$ cat src/bpwm_map.svh
// Constants of the buffered PWM timer
`ifndef BPWM_MAP_SVH
`define BPWM_MAP_SVH
`define BPWM_MOD_RESET    16'hFFFF
`define BPWM_CNT_RESET    16'h0000
`define BPWM_PS_RESET     3'h0
`define BPWM_MODE_UNBUF   2'h1
`define BPWM_MODE_BUF     2'h2
`define BPWM_EL_CLEAR     2'h2
`define BPWM_EL_SET       2'h3
`endif

$ cat src/bpwm_pkg.sv
// Types of the buffered PWM timer
package bpwm_pkg;
    typedef logic [15:0] bpwm_word_t;
endpackage : bpwm_pkg

$ cat src/bpwm_timer.sv
// Six-channel 16-bit timer with unbuffered and buffered PWM
`include "bpwm_map.svh"
module bpwm_timer
    import bpwm_pkg::*;
#(
    parameter int NCH = 6
) (
    // Clock and reset
    input  wire logic             clk,
    input  wire logic             rst_n,
    input  wire logic             clk_en,
    // Low-power modes
    input  wire logic             wait_mode,
    input  wire logic             stop_mode,
    // Counter control
    input  wire logic             counter_halt,
    input  wire logic             counter_reset,
    input  wire logic [2:0]       prescale_sel,
    input  wire logic             overflow_irq_enable,
    input  wire logic             status_read,
    input  wire logic             overflow_flag_wr0,
    input  wire bpwm_word_t       period_modulo_value,
    input  wire logic             modulo_wr,
    // Channel configuration
    input  wire logic [NCH*2-1:0] channel_mode_field,
    input  wire logic [NCH*2-1:0] channel_edge_level_field,
    input  wire logic [NCH-1:0]   toggle_at_overflow,
    input  wire logic [NCH-1:0]   full_duty_force,
    input  wire logic [NCH-1:0]   channel_irq_enable,
    input  wire logic [NCH-1:0]   chan_flag_wr0,
    // Channel compare values
    input  wire bpwm_word_t       cmp_wdata,
    input  wire logic [NCH-1:0]   cmp_wr,
    // Outputs
    output logic [NCH-1:0]        chan_pin,
    output logic [NCH-1:0]        chan_pin_oe,
    output logic                  overflow_flag,
    output logic [NCH-1:0]        channel_event_flag,
    output logic [NCH/2-1:0]      pair_active_odd,
    output bpwm_word_t            counter_value,
    output logic                  timer_irq,
    output logic                  wake_request
);
    ////////////////////////////////////////////////////////////////////////////
    bpwm_word_t  cnt_q, mod_q;
    bpwm_word_t  cmp_q [NCH];
    logic [5:0]  pre_q;
    logic        tof_q, tof_armed_q;
    logic [NCH-1:0] chf_q, out_q, chf_armed_q;
    logic [NCH/2-1:0] act_q, pend_q;
    wire run      = clk_en && !stop_mode;
    // Registers are not reachable in wait mode
    wire reg_acc  = run && !wait_mode;
    wire tick_pre = (prescale_sel == 3'h7) ? 1'b0 :
                    ((pre_q & ((6'h01 << prescale_sel) - 6'h01)) == 6'h00);
    wire tick     = !counter_halt && tick_pre;
    wire ovf      = tick && (cnt_q == mod_q);
    wire trst     = reg_acc && counter_reset;

    ////////////////////////////////////////////////////////////////////////////
    // counter and prescaler reset
    always_ff @(posedge clk) begin
        if (!rst_n) begin
            cnt_q <= `BPWM_CNT_RESET;
            pre_q <= 6'h00;
        end else if (trst) begin
            cnt_q <= `BPWM_CNT_RESET;
            pre_q <= 6'h00;
        end else if (run && !counter_halt) begin
            pre_q <= pre_q + 6'h01;
            if (tick) begin
                cnt_q <= ovf ? `BPWM_CNT_RESET : cnt_q + 16'h0001;
            end
        end
    end

    always_ff @(posedge clk) begin
        if (!rst_n) begin
            mod_q <= `BPWM_MOD_RESET;
        end else if (reg_acc && modulo_wr) begin
            mod_q <= period_modulo_value;
        end
    end

    always_ff @(posedge clk) begin
        if (!rst_n) begin
            tof_q       <= 1'b0;
            tof_armed_q <= 1'b0;
        end else if (run) begin
            if (ovf) begin
                tof_q       <= 1'b1;
                tof_armed_q <= 1'b0;
            end else if (reg_acc && overflow_flag_wr0 && tof_armed_q) begin
                tof_q       <= 1'b0;
                tof_armed_q <= 1'b0;
            end else if (reg_acc && status_read && tof_q) begin
                tof_armed_q <= 1'b1;
            end
        end
    end

    ////////////////////////////////////////////////////////////////////////////
    genvar g;
    generate
        for (g = 0; g < NCH; g++) begin : g_ch
            localparam int EV = g & ~1;
            localparam int PR = g / 2;
            wire pair_buf = channel_mode_field[EV*2+1];
            // odd channel of a linked pair is idle
            wire odd_idle = (g % 2 == 1) && pair_buf;
            wire cmp_mode = (g % 2 == 0 && pair_buf) ||
                            (channel_mode_field[g*2+1 -: 2] == `BPWM_MODE_UNBUF);
            // source is the active channel of a pair
            wire [15:0] src = (g % 2 == 0 && pair_buf && act_q[PR]) ?
                              cmp_q[g+1] : cmp_q[g];
            wire match = tick && (cnt_q == src) && cmp_mode && !odd_idle;
            wire [1:0] el = channel_edge_level_field[g*2+1 -: 2];

            always_ff @(posedge clk) begin
                if (!rst_n) begin
                    cmp_q[g] <= 16'h0000;
                end else if (reg_acc && cmp_wr[g]) begin
                    cmp_q[g] <= cmp_wdata;
                end
            end

            always_ff @(posedge clk) begin
                if (!rst_n) begin
                    out_q[g] <= 1'b0;
                end else if (run && cmp_mode && !odd_idle) begin
                    if (full_duty_force[g] && toggle_at_overflow[g]) begin
                        out_q[g] <= (el == `BPWM_EL_CLEAR);
                    end else if (match && el == `BPWM_EL_CLEAR) begin
                        out_q[g] <= 1'b0;
                    end else if (match && el == `BPWM_EL_SET) begin
                        out_q[g] <= 1'b1;
                    end else if (match && el == 2'h1) begin
                        out_q[g] <= ~out_q[g];
                    end else if (ovf && toggle_at_overflow[g]) begin
                        out_q[g] <= ~out_q[g];
                    end
                end
            end

            // channel flag, set wins over clear
            always_ff @(posedge clk) begin
                if (!rst_n) begin
                    chf_q[g]       <= 1'b0;
                    chf_armed_q[g] <= 1'b0;
                end else if (run) begin
                    if (match) begin
                        chf_q[g]       <= 1'b1;
                        chf_armed_q[g] <= 1'b0;
                    end else if (reg_acc && chan_flag_wr0[g] && chf_armed_q[g]) begin
                        chf_q[g]       <= 1'b0;
                        chf_armed_q[g] <= 1'b0;
                    end else if (reg_acc && status_read && chf_q[g]) begin
                        chf_armed_q[g] <= 1'b1;
                    end
                end
            end

            assign chan_pin_oe[g] = cmp_mode && !odd_idle;
            assign chan_pin[g]    = out_q[g];
        end

        for (g = 0; g < NCH / 2; g++) begin : g_pair
            wire linked = channel_mode_field[g*4+1];
            always_ff @(posedge clk) begin
                if (!rst_n || !linked) begin
                    act_q[g]  <= 1'b0;
                    pend_q[g] <= 1'b0;
                end else if (run) begin
                    if (ovf) begin
                        act_q[g]  <= pend_q[g];
                    end
                    if (reg_acc && cmp_wr[g*2+1]) begin
                        pend_q[g] <= 1'b1;
                    end else if (reg_acc && cmp_wr[g*2]) begin
                        pend_q[g] <= 1'b0;
                    end
                end
            end
        end
    endgenerate

    ////////////////////////////////////////////////////////////////////////////
    assign overflow_flag      = tof_q;
    assign channel_event_flag = chf_q;
    assign pair_active_odd    = act_q;
    assign counter_value      = cnt_q;
    assign timer_irq    = (tof_q && overflow_irq_enable) || |(chf_q & channel_irq_enable);
    assign wake_request = wait_mode && timer_irq;
endmodule : bpwm_timer

$ cat config.mk
export PLATFORM = sky130hd
export DESIGN_NAME = bpwm_timer
export DESIGN_NICKNAME = d
export VERILOG_FILES = /design/src/bpwm_pkg.sv /design/src/bpwm_timer.sv
export VERILOG_INCLUDE_DIRS = /design/src /design/src/src
export SDC_FILE = /design/constraint.sdc
export NUM_CORES = 1
export LEC_CHECK = 0
export ABC_AREA = 0
export BUFFER_PORTS_ARGS = -buffer_cell sky130_fd_sc_hd__buf_2
export CAP_MARGIN = 20
export CORE_UTILIZATION = 52
export DETAILED_ROUTE_END_ITERATION = 10
export PLACE_DENSITY_LB_ADDON = 0.05
export SLEW_MARGIN = 25
export SYNTH_ARGS = -nofsm -noshare
export SYNTH_HDL_FRONTEND = slang
export SYNTH_SLANG_ARGS = --single-unit
export TNS_END_PERCENT = 100
$ cat constraint.sdc
create_clock -name clk -period 2.95 [get_ports clk]
set_input_delay 0.59 -clock clk [delete_from_list [all_inputs] [get_ports clk]]
set_output_delay 0.59 -clock clk [all_outputs]
set_load 0.03 [all_outputs]
# Word level (Yosys, flattened, before mapping)
# Memories as Yosys holds them, arrays and structs flattened.
# Cells that the tools add are included.
# Widths: inputs -> output; s select.
[word_totals]
ff_bits = 64
input_bits = 100
ram_bits = 96
memories = 1
elab_cells = 344
[classes]
mux = 101
n_bitwise = 15
shift = 1
n_eq_ne = 32
addsub = 3
reduce_logical = 162
[memory_table]
columns = ["memory", "words", "word_bits", "read_ports", "rd_clocked_by_memory_dff", "wr", "line", "rtl"]
rows = [
  ["cmp_q", 6, 16, 6, 0, 6, "bpwm_timer.sv:46", "bpwm_word_t cmp_q [NCH];"],
]
[op_table]
columns = ["cell", "n"]
rows = [
  ["$mux 16", 10],
  ["$eq 16x16->1", 7],
  ["$logic_and 1x1->1", 97],
  ["$mux 1", 91],
  ["$reduce_and 2->1", 25],
  ["$reduce_bool 5->1", 6],
  ["$eq 2x1->1 const B", 12],
  ["$eq 2x2->1 const B", 12],
  ["$reduce_bool 3->1", 7],
  ["$reduce_bool 2->1", 10],
  ["$add 16x1->16 const B", 1],
  ["$and 6x6->6", 2],
  ["$logic_not 1->1", 7],
  ["$logic_or 1x1->1", 7],
  ["$not 1->1", 7],
  ["$add 6x1->6 const B", 1],
  ["$logic_not 6->1", 1],
  ["$or 1x1->1", 6],
  ["$reduce_or 6->1", 1],
  ["$shl 1x3->6 const A", 1],
  ["$sub 6x1->6 const B", 1],
  ["$eq 3x3->1 const B", 1],
  ["$reduce_or 2->1", 1],
]

# Logic depth before layout (Yosys ltp)
# Gate-level depths: netlist of the first run.
[depth]
depth_word = 14
ltp_mapped = 11

# Worst setup path before layout of the first run
# No wires, ideal clock.
[synth_timing]
path_type = "input to register"
start = "in channel_mode_field[5]"
end = "reg out_q[3] (netlist: chan_pin[3])"
arrival_time_ps = 2895
required_ps = 2828
setup_slack_ps = -67
cell_stages = 7
path_buffers = 1
setup_time_ps = 122
path_cell_list = "clkbuf_1 > nor3b_1 > nor4bb_1 > nand4_1 > o31ai_1 > nand2_1 > o311a_1"
[synth_via]
elab_chain_cells = 7
word_cells_on_any_way = 12
cone_classes = "mux (4); reduce/logical (8)"
[synth_lines]
columns = ["item", "line", "rtl"]
rows = [
  ["from (decl)", "bpwm_timer.sv:25", "input wire logic [NCH*2-1:0] channel_mode_field,"],
  ["$logic_not 1->1 (*)", "bpwm_timer.sv:116, bpwm_timer.sv:130", ""],
  ["$logic_and 1x1->1", "bpwm_timer.sv:116", "wire match = tick && (cnt_q == src) && cmp_mode && !odd_idle;"],
  ["$logic_and 1x1->1", "bpwm_timer.sv:137", "end else if (match && el == 2'h1) begin"],
  ["$mux 1", "bpwm_timer.sv:137", ""],
  ["$mux 1", "bpwm_timer.sv:135", "end else if (match && el == `BPWM_EL_SET) begin"],
  ["$mux 1", "bpwm_timer.sv:133", "end else if (match && el == `BPWM_EL_CLEAR) begin"],
  ["$mux 1", "bpwm_timer.sv:131", "if (full_duty_force[g] && toggle_at_overflow[g]) begin"],
  ["to (signal, indexed assignment)", "bpwm_timer.sv:132", "out_q[g] <= (el == `BPWM_EL_CLEAR);"],
  ["to (signal, indexed assignment)", "bpwm_timer.sv:138", "out_q[g] <= ~out_q[g];"],
  ["to (signal, indexed assignment)", "bpwm_timer.sv:140", "out_q[g] <= ~out_q[g];"],
  ["to (decl)", "bpwm_timer.sv:49", "logic [NCH-1:0] chf_q, out_q, chf_armed_q;"],
]
# Mark *: on every way between the ends. The rest lies on a longest branch, timed or not.
# A chain may end at the register's enable or synchronous reset.

# Final worst setup path of the first run
[layout_timing]
start = "in prescale_sel[2]"
end = "reg out_q[3] (netlist: chan_pin[3])"
[layout_via]
elab_chain_cells = 14
word_cells_on_any_way = 21
cone_classes = "add/sub (1); eq/ne (1); shift (1); mux (5); bitwise (1); reduce/logical (12)"
[layout_lines]
columns = ["item", "line", "rtl"]
rows = [
  ["from (decl)", "bpwm_timer.sv:18", "input wire logic [2:0] prescale_sel,"],
  ["$shl 1x3->6", "bpwm_timer.sv:55", "((pre_q & ((6'h01 << prescale_sel) - 6'h01)) == 6'h00);"],
  ["$sub 6x1->6", "bpwm_timer.sv:55", ""],
  ["$and 6x6->6", "bpwm_timer.sv:55", ""],
  ["$logic_not 6->1", "bpwm_timer.sv:55", ""],
  ["$mux 1 (*)", "bpwm_timer.sv:54", "wire tick_pre = (prescale_sel == 3'h7) ? 1'b0 :"],
  ["$logic_and 1x1->1 (*)", "bpwm_timer.sv:56", "wire tick = !counter_halt && tick_pre;"],
  ["$logic_and 1x1->1 (3 in series)", "bpwm_timer.sv:116", ""],
  ["$logic_and 1x1->1", "bpwm_timer.sv:137", ""],
  ["$mux 1", "bpwm_timer.sv:137", ""],
  ["$mux 1", "bpwm_timer.sv:135", ""],
  ["$mux 1", "bpwm_timer.sv:133", ""],
  ["$mux 1", "bpwm_timer.sv:131", ""],
]
# Marks and branches as above.

==> results of run 1 <==
[cell families (layout without fill, tap and decap cells)]
family	count (synthesis)	after routing	synth area share
DFF	160	160	0.465
buffers and inverters	74	272	0.0380
and+or+nand+nor	455	455	0.270
muxes	13	13	0.0154
AOI/OAI and AO/OA	148	148	0.117
xor gates and xnor gates	92	92	0.0899
adders and majority gates	3	3	0.00419
[power groups by stage]
stage,Sequential (uW),Combinational (uW),Clock [uW]
3_5_place_dp,2590,476,0
5_1_grt,2550,523,2390
4_1_cts,2540,479,2300
3_3_place_gp,2580,471,0
6_report,2540,482,2290
2_1_floorplan,2570,256,0
[cell usage in the layout (no fill, tap or decap), types with 3 or more instances in the layout]
cell type and n:
buf_2 139, nand2_1 115, and2_1 107, edfxtp_1 96, buf_4 76, dfxtp_1 63
nor2_1 54, xor2_1 49, nand3_1 48, xnor2_1 43, a21oi_1 41, nand2b_1 28
inv_1 26, nand4_1 20, clkbuf_16 20, and3_1 17, nor4_1 16, o21ai_0 14
o211ai_1 12, nor3_1 12, mux2i_1 10, o2111ai_1 8, o22ai_1 7, nor2b_1 7
nor3b_1 6, a22oi_1 6, o31ai_1 5, o21a_1 5, or3_1 4, a211oi_1 4
or2_2 3, a222oi_1 3, a31oi_1 3, ha_1 3
[metal layers]
metal,up-vias,share of wire,track usage
li1,3735,-,-
met1,3664,0.43,0.415
met2,365,0.46,0.503
met3,55,0.081,0.0643
met4,0,0.034,0.145
met5,-,0,0
[per-stage QoR]
step	instance area (um2)	utilization	total power [uW]
final	10900	0.653	5310
after global routing	10900	0.653	5460
after CTS	10900	0.653	5320
after detailed placement	10300	0.616	3060
after global placement	10300	0.616	3060
after floorplan	8970	-	2830
[sequential cells by signal (all words and copies together) (netlist names)]
name,flops
chan_pin,6
counter_value,16
chf_armed_q,6
overflow_flag,1
mod_q,16
tof_armed_q,1
pend_q,3
pre_q,6
channel_event_flag,6
pair_active_odd,3
cmp_q,96
[critical path: cells and delay by family]
kind	cells	cell delay, ns
compound gates	3	0.88
simple gates	3	0.72
buf+inv	3	0.50
fa+ha+maj	1	0.24
xor+xnor	1	0.23
[cell type report]
cell class / instances / area, um2 / share of cell area
Timing Repair Buffer: 216 / 1290 / 0.118
Multi-Input combinational cell: 711 / 4480 / 0.410
Tap cell: 220 / 275 / 0.0252
Clock buffer: 22 / 528 / 0.0484
Inverter: 24 / 90.1 / 0.00825
Sequential cell: 160 / 4170 / 0.382
Clock inverter: 10 / 92.6 / 0.00848
[final timing paths]
check	to	startpoint	slack, ns
setup / recovery	chan_pin[3]	prescale_sel[2]	0.11
hold / removal	mod_q[13]	period_modulo_value[13]	0.36
setup reg to reg	chan_pin[3]	counter_value[9]	0.18
hold reg to reg	pend_q[2]	pend_q[2]	0.46
[timing repair]
action | in CTS | in global routing
buffers inserted | 0 | 0
hold endpoints to repair | 0 | 0
endpoints found under the setup margin | 0 | 6
gates resized for setup | 0 | 5
==> impl_metrics.toml, run 1 <==
[cts]
cts_buffers = 17
numClockSinks = 160
root_buffer = "clkbuf_16"
path_clk_slew_ns = 0.07
htreeDepth = 4
postCtsHoldBufs = 0
worstSkewPairLatency_ns = 0.44
cts_tree = "built"
cts_buffer_depth = 2

[setup_path]
worstPathRequired_ns = 3.27
cp_cell_sequence = "buf_2, or3_1, ha_1, buf_4, xnor2_1, o2111a_1, nand3_1, buf_4, o31ai_1, nand2_1, o311a_1"
worst_ep_arrival_time_ns = 3.16
worst_setup_path_end_kind = "flip-flop"
critPathKind = "in2reg"
worst-path-max-fanout = 5
ff2ff_path_depth = 7
startpoint_type = "input pin"
critPathMostFrequentCell = "buf_4"
cpPeakStageDelay_ns = 0.37
slowest_stage = "or3_1"

[floorplan]
pin_count = 140
die_area_um2 = 17800
start_util = 0.536
die_w_um = 133
die_h_um = 133
num_rows = 47
core_um2 = 16700

[synthesis]
ys_async_sr_fraction = 0
synth_commonest_cells = "115 x nand2_1, 107 x and2_1, 96 x edfxtp_1, 64 x dfxtp_1, 55 x nor2_1"
synthesis.area_um2 = 8960
yosysSeqAreaShare = 0.465
synth_top_area_cell = "edfxtp_1"
ys_ff_latch = 160
syn-instance-count = 945
synth.most_common_cell = "nand2_1"
ys.flop_type = "edfxtp_1"
yosys.cell_types.count = 75
ys_top_cells_by_area = "edfxtp_1 32%, dfxtp_1 14%, and2_1 7.5%"
syn_nets = 1048
synth_edf_count = 96
yosysTopAreaCellShare = 0.322
avgSynthCellArea_um2 = 9.48
yosysWarnings = 0

[timing]
slew_violations = 0
hold_ws_ns = 0.358
finalWorstSetupSlack_ns = 0.107
rsz0062_at_grt = "no"
setup_violations = 0
tightestPinTransition_ns = 0.717
fin_crit_ns = 2.84
hold_violations = 0
max_clock_freq_mhz = 352
relSlewSlack = 0.521
fin_skew_ns = 0.0165
final.period_utilization = 0.964
setup_tns_ns = 0

[drt]
routedWlPerCell_um = 20.2
first_pass_iters = 5
drc = 0
drtIter0Drc = 674
ant_nets = 0
vias_per_cell = 5.74
drt_wl_total_mm = 27.6
num_vias = 7819

[power]
p_sw_uw = 1280
powerDensity_nw_per_um2 = 487
internal-power_uw = 4030
pwr-share-seq = 0.478
p_leak_uw = 0.00445
switching_share = 0.241
clockPowerShare = 0.431
ir_worst_vdd_v = 0.000427
power_frac_comb = 0.091

[place]
placed_cells = 1331
dpl.hpwl_mm = 20.8
io_buffers = 139
pre_cts_slack_ns = -0.236
finalWeightedCongestion = 0.942

[cells_and_area]
antenna_cells = 0
drive_gt1_frac = 0.235
syn_to_final_growth_pct = 21.8
final_cells = 1363
n_fill_cell = 1422
fin_nets = 1233

[min_path]
hold_depth = 3
hold_class = "in2reg"

[job]
maxCapViolCount = 0

[grt]
grt_pass1_vias = 7370
track_usage = 0.316
overflow = 0
grt_max_degree = 22
grt_pass1_wl_mm = 41.6
antenna_found_initial = 0

[status]
status = "finished clean"
Power figures use the tool's default switching activity.
==> run 2: changes to the inputs <==
--- a/config.mk
+++ b/config.mk
@@ -11,6 +11,7 @@
 export CAP_MARGIN = 20
 export CORE_UTILIZATION = 52
 export DETAILED_ROUTE_END_ITERATION = 10
+export GPL_TIMING_DRIVEN = 0
 export PLACE_DENSITY_LB_ADDON = 0.05
 export SLEW_MARGIN = 25
 export SYNTH_ARGS = -nofsm -noshare
==> run 2 against run 1 <==
Against the previous run:
- via count fell by 0.59%
- clock skew fell by 0.0098 ns
- fmax fell by 2.6%
- count of clock-buffer cells in the layout fell by 5
- first-iteration DRC count rose by 12%
- clock power fell by 8%
- final cell count fell by 1.6%
- sequential power barely moved
- worst setup slack got worse by 0.075 ns
- combinational power fell by 4.6%
- critical endpoint is now chan_pin[0]
==> impl_metrics.toml, run 2 (synthesis gave the netlist of run 1 again) <==
[setup_path]
cpPeakStageDelay_ns = 0.53
cp_top_family = "simple AND/OR/NAND/NOR gates"
worstPathRequired_ns = 3.28
r2r_start = "counter_value[1]"
worst-path-max-fanout = 8
startpoint_type = "input pin"
r2r_slack_ns = 0.07
critPathKind = "in2reg"
worst_setup_path_end_kind = "flip-flop"
worst_ep_arrival_time_ns = 3.24
cp_num_buf_inv = 1
ff2ff_path_depth = 9
r2r-end = "chan_pin[0]"
cp_cell_sequence = "buf_2, or3_1, ha_1, nand2b_1, a21oi_2, o21ai_2, nand4_1, nor4_4, o211ai_1, a21o_1, o221a_2"
slowest_stage = "nor4_4"

[cells_and_area]
layout_common_cells = "152 x buf_2, 109 x nand2_1, 107 x and2_1"
top_register = "cmp_q"
fin_nets = 1211
final_cell_area_um2 = 10600
final_cells = 1341
antenna_cells = 0
syn_to_final_growth_pct = 18.7
layout_commonest_cell = "buf_2"
n_fill_cell = 1440
drive_gt1_frac = 0.213
largest_register_ffs = 96

[place]
pre_cts_slack_ns = -1.13
placed_cells = 1304
dpl.hpwl_mm = 20.4
io_buffers = 139
placed_area_um2 = 9940
finalWeightedCongestion = 0.931

[grt]
overflow = 0
grt_max_degree = 17
track_usage = 0.317
antenna_found_initial = 1
grt_pass1_wl_mm = 41.8
grt_pass1_vias = 7420

[timing]
finalWorstSetupSlack_ns = 0.0316
rsz0062_at_grt = "yes"
tightestPinTransition_ns = 0.758
slew_violations = 0
setup_tns_ns = 0
fin_skew_ns = 0.00668
hold_ws_ns = 0.360
hold_violations = 0
setup_violations = 0
relSlewSlack = 0.493
max_clock_freq_mhz = 343
fin_crit_ns = 2.92
final.period_utilization = 0.989

[drt]
vias_per_cell = 5.80
num_vias = 7773
first_pass_iters = 5
drt_wl_total_mm = 27.4
drc = 0
ant_nets = 0
drtIter0Drc = 758
routedWlPerCell_um = 20.5

[cts]
postCtsHoldBufs = 0
cts_buffers = 17
htreeDepth = 4
root_buffer = "clkbuf_16"
cts_tree = "built"
cts_buffer_depth = 2
path_clk_slew_ns = 0.07
worstSkewPairLatency_ns = 0.44
numClockSinks = 160

[power]
internal-power_uw = 3820
power_frac_comb = 0.090
ir_worst_vdd_v = 0.000440
p_sw_uw = 1300
clockPowerShare = 0.413
pwr-share-seq = 0.497
powerDensity_nw_per_um2 = 481
switching_share = 0.254
p_leak_uw = 0.00424

[status]
status = "finished clean"

[floorplan]
die_h_um = 133
die_w_um = 133
start_util = 0.536
die_area_um2 = 17800
num_rows = 47
core_um2 = 16700
pin_count = 140

[job]
maxCapViolCount = 0

[min_path]
hold_start = "period_modulo_value[9]"
hold_class = "in2reg"
hold_end = "mod_q[9]"
hold_depth = 3
[run 2: worst max-delay path by stage]
stage / to / cells past startpoint / from
global placement: counter_value[13] / 11 / prescale_sel[2]
detailed placement: counter_value[13] / 11 / prescale_sel[2]
finish: chan_pin[0] / 11 / prescale_sel[2]
floorplan: counter_value[15] / 10 / prescale_sel[2]
CTS: cmp_q[2][0] / 7 / stop_mode
global route: chan_pin[0] / 11 / prescale_sel[2]
[run 2: through the flow]
step | utilization | power [uW]
after floorplan | - | 2830
after global placement | 0.595 | 3030
after detailed placement | 0.595 | 3040
after CTS | 0.633 | 5110
after global routing | 0.637 | 5260
final | 0.637 | 5120
[run 2: what timing repair did]
item | CTS | global route
gates cloned | 0 | 0
setup endpoints to repair | 28 | 115
pin swaps | 1 | 2
buffers inserted | 4 | 1
gates resized for setup | 15 | 20
endpoints found under the hold margin | 0 | 0
[run 2: per-layer routing]
metal	up-vias	global-route usage	part of all wire
met5	-	0	0.00047
li1	3704	-	-
met2	375	0.528	0.48
met4	2	0.131	0.032
met1	3626	0.402	0.41
met3	66	0.0624	0.080
[run 2: area by class of cell]
class                   instances  area [um2]  area share
inverters                      24        93.8     0.00882
multi-input cells             711        4550       0.428
repair buffers                144         733      0.0689
clock inverters                15         133      0.0125
clock buffers                  17         425      0.0400
plain buffers                  50         262      0.0246
flip-flops and latches        160        4160       0.392
well taps                     220         275      0.0259
[run 2: worst register-to-register path, stage by stage, from the launching register on]
cell	delay, ns
dfxtp_1	0.36
clkbuf_2	0.40
xnor2_1	0.18
nand3_1	0.20
o31ai_1	0.26
nand3_1	0.20
nor4_4	0.55
o211ai_1	0.20
a21o_1	0.20
o221a_2	0.24
[run 2: power groups by stage]
stage / Sequential (uW) / Combinational (uW) / Clock, uW
after floorplan: 2570 / 256 / 0
after global placement: 2590 / 441 / 0
after detailed placement: 2590 / 448 / 0
after CTS: 2540 / 453 / 2120
after global routing: 2550 / 504 / 2210
final: 2540 / 460 / 2110
==> run 3: changes to the inputs <==
--- a/config.mk
+++ b/config.mk
@@ -6,13 +6,13 @@
 export SDC_FILE = /design/constraint.sdc
 export NUM_CORES = 1
 export LEC_CHECK = 0
-export ABC_AREA = 0
+export ABC_AREA = 1
 export BUFFER_PORTS_ARGS = -buffer_cell sky130_fd_sc_hd__buf_2
 export CAP_MARGIN = 20
-export CORE_UTILIZATION = 52
+export CORE_UTILIZATION = 53
 export DETAILED_ROUTE_END_ITERATION = 10
 export GPL_TIMING_DRIVEN = 0
-export PLACE_DENSITY_LB_ADDON = 0.05
+export PLACE_DENSITY = 0.81
 export SLEW_MARGIN = 25
 export SYNTH_ARGS = -nofsm -noshare
 export SYNTH_HDL_FRONTEND = slang
==> run 3 against run 2 <==
Against the previous run:
- wire length fell by 0.22%
- area after synthesis rose by 7.9%
- critical path type unchanged
- core utilization fell by 1.2 points
- power rose by 0.85%
- first-iteration DRC count rose by 21%
- sequential cell count did not move
- critical path depth fell by 4
- synthesized cell count rose by 42%
- via count rose by 21%
- register-to-register slack improved by 0.48 ns
- sequential power barely moved
==> impl_metrics.toml, run 3 <==
[timing]
tightestPinTransition_ns = 0.695
relSlewSlack = 0.536
hold_ws_ns = 0.355
finalWorstSetupSlack_ns = 0.249
fin_skew_ns = 0.0138
setup_violations = 0
rsz0062_at_grt = "no"
hold_violations = 0
slew_violations = 0
fin_crit_ns = 2.70
max_clock_freq_mhz = 370
final.period_utilization = 0.916

[cells_and_area]
multi_input_area_um2 = 4660
regArea_um2 = 4160
fin_nets = 1602
top_register = "cmp_q"
drive_gt1_frac = 0.165
largest_register_ffs = 96
antenna_cells = 0
layout_common_cells = "414 x nand2_1, 201 x nor2_1, 167 x nand3_1"
final_cell_area_um2 = 11200
n_fill_cell = 1617
layout_commonest_cell = "nand2_1"
syn_to_final_growth_pct = 15.7

[drt]
drt_wl_total_mm = 27.4
drc = 0
drtIter0Drc = 915
vias_per_cell = 5.39
routedWlPerCell_um = 15.7
num_vias = 9379
first_pass_iters = 5
ant_nets = 0

[place]
placed_area_um2 = 10600
dpl.hpwl_mm = 21.7
pre_cts_slack_ns = -0.157
io_buffers = 137
finalWeightedCongestion = 0.925

[synthesis]
yosysWarnings = 0
synthesis.area_um2 = 9670
yosys.cell_types.count = 43
synth_commonest_cells = "414 x nand2_1, 201 x nor2_1, 167 x nand3_1, 122 x inv_1, 96 x edfxtp_1"
yosysTopAreaCellShare = 0.298
avgSynthCellArea_um2 = 7.20
ys.flop_type = "edfxtp_1"
ys_async_sr_fraction = 0
syn-instance-count = 1343
synth_top_area_cell = "edfxtp_1"
ys_ff_latch = 160
synth.most_common_cell = "nand2_1"
ys_top_cells_by_area = "edfxtp_1 30%, nand2_1 16%, dfxtp_1 13%"
synth_edf_count = 96
yosysSeqAreaShare = 0.431
syn_nets = 1446

[cts]
root_buffer = "clkbuf_16"
cts_resized = 0
cts_tree = "built"
postCtsHoldBufs = 0
postCtsSetupRepairBufs = 0
htreeDepth = 4
cts_buffer_depth = 2
numClockSinks = 160
cts_buffers = 17
worstSkewPairLatency_ns = 0.44
path_clk_slew_ns = 0.06

[setup_path]
cpPeakStageDelay_ns = 0.55
cp_num_buf_inv = 3
critPathMostFrequentCell = "nand2_1"
worst_ep_arrival_time_ns = 2.77
cp.depth = 7
r2r_start = "counter_value[6]"
slowest_stage = "nand2_1"
worst_setup_path_end_kind = "flip-flop"
startpoint_type = "input pin"
ff2ff_path_depth = 14
cp_cell_sequence = "buf_2, nor2_4, inv_2, nor2_1, clkbuf_1, nand2_1, nand2_1"
cp_top_family = "simple AND/OR/NAND/NOR gates"
r2r-end = "chan_pin[5]"
worst-path-max-fanout = 16
critPathKind = "in2reg"
r2r_slack_ns = 0.55
worstPathRequired_ns = 3.02

[power]
p_sw_uw = 1350
internal-power_uw = 3810
clockPowerShare = 0.405
switching_share = 0.262
p_leak_uw = 0.00531
ir_worst_vdd_v = 0.000430
fin_total_pwr_uw = 5160
pwr-share-seq = 0.490
power_frac_comb = 0.105
powerDensity_nw_per_um2 = 461

[min_path]
hold_start = "period_modulo_value[7]"
hold_end = "mod_q[7]"
hold_depth = 3
hold_class = "in2reg"

[floorplan]
die_h_um = 137
num_rows = 49
die_w_um = 137
pin_count = 140
core_um2 = 17900
start_util = 0.540
die_area_um2 = 18800

[grt]
overflow = 0
antenna_found_initial = 0
grt_pass1_wl_mm = 41.7
grt_max_degree = 17
track_usage = 0.296
grt_pass1_vias = 8379

[job]
maxCapViolCount = 0

[status]
status = "finished clean"
## run 3: power by group through the flow
stage	clock (uW)	sequential, uW	combinational, uW
6_report	2090	2530	540
5_1_grt	2180	2540	600
4_1_cts	2090	2530	534
3_5_place_dp	0	2580	529
3_3_place_gp	0	2570	518
2_1_floorplan	0	2570	342
## run 3: per-stage QoR
step,std cells,TNS [ns],utilization
after floorplan,1343,0,-
after global placement,1709,-7.21,0.594
after detailed placement,1709,-11.80,0.594
after CTS,1741,0,0.625
after global routing,1741,0,0.625
final,1741,0,0.625
## run 3: cell type report
cell class              instances  share of cell area
inverters                     134              0.0450
flip-flops and latches        160               0.372
plain buffers                  53              0.0306
clock inverters                14              0.0105
multi-input cells             996               0.416
well taps                     229              0.0256
repair buffers                137              0.0613
clock buffers                  18              0.0384
## run 3: layer usage
layer	wire length, um	GRT usage	vias up	part of all wire
met5	0	0	-	0
met4	816	0.110	0	0.030
met3	2050	0.0578	51	0.075
met2	12900	0.492	390	0.47
met1	11600	0.380	4308	0.43
li1	-	-	4630	-
## run 3: worst reg2reg max path, stage by stage (launching register included)
cell	delay, ns
dfxtp_1	0.53
buf_4	0.28
inv_2	0.12
nand2_1	0.08
nand4_1	0.09
nor2_1	0.11
nand3_1	0.14
nor2_1	0.31
nand2_1	0.14
o21ai_1	0.20
inv_1	0.06
nand2_1	0.06
nand2_1	0.06
nor2_1	0.09
nor2_1	0.05
## run 3: cells by family (layout without fill, tap and decap cells)
| kind of cell | Yosys count | after routing | synth area share |
|---|---|---|---|
| buffers and inverters | 187 | 356 | 0.0875 |
| adders and majority gates | 3 | 3 | 0.00388 |
| AOI/OAI and AO/OA | 86 | 86 | 0.0496 |
| xor gates and xnor gates | 56 | 56 | 0.0507 |
| and+or+nand+nor | 851 | 851 | 0.378 |
| DFF | 160 | 160 | 0.431 |
## run 3: worst max path at each step
stage	startpoint	end	slack [ns]
finish	stop_mode	cmp_q[5][13]	0.25
global route	stop_mode	cmp_q[0][3]	0.07
CTS	rst_n	cmp_q[1][15]	0.25
global placement	rst_n	cmp_q[1][12]	-0.09
detailed placement	rst_n	cmp_q[1][11]	-0.16
floorplan	prescale_sel[0]	chan_pin[3]	0.60
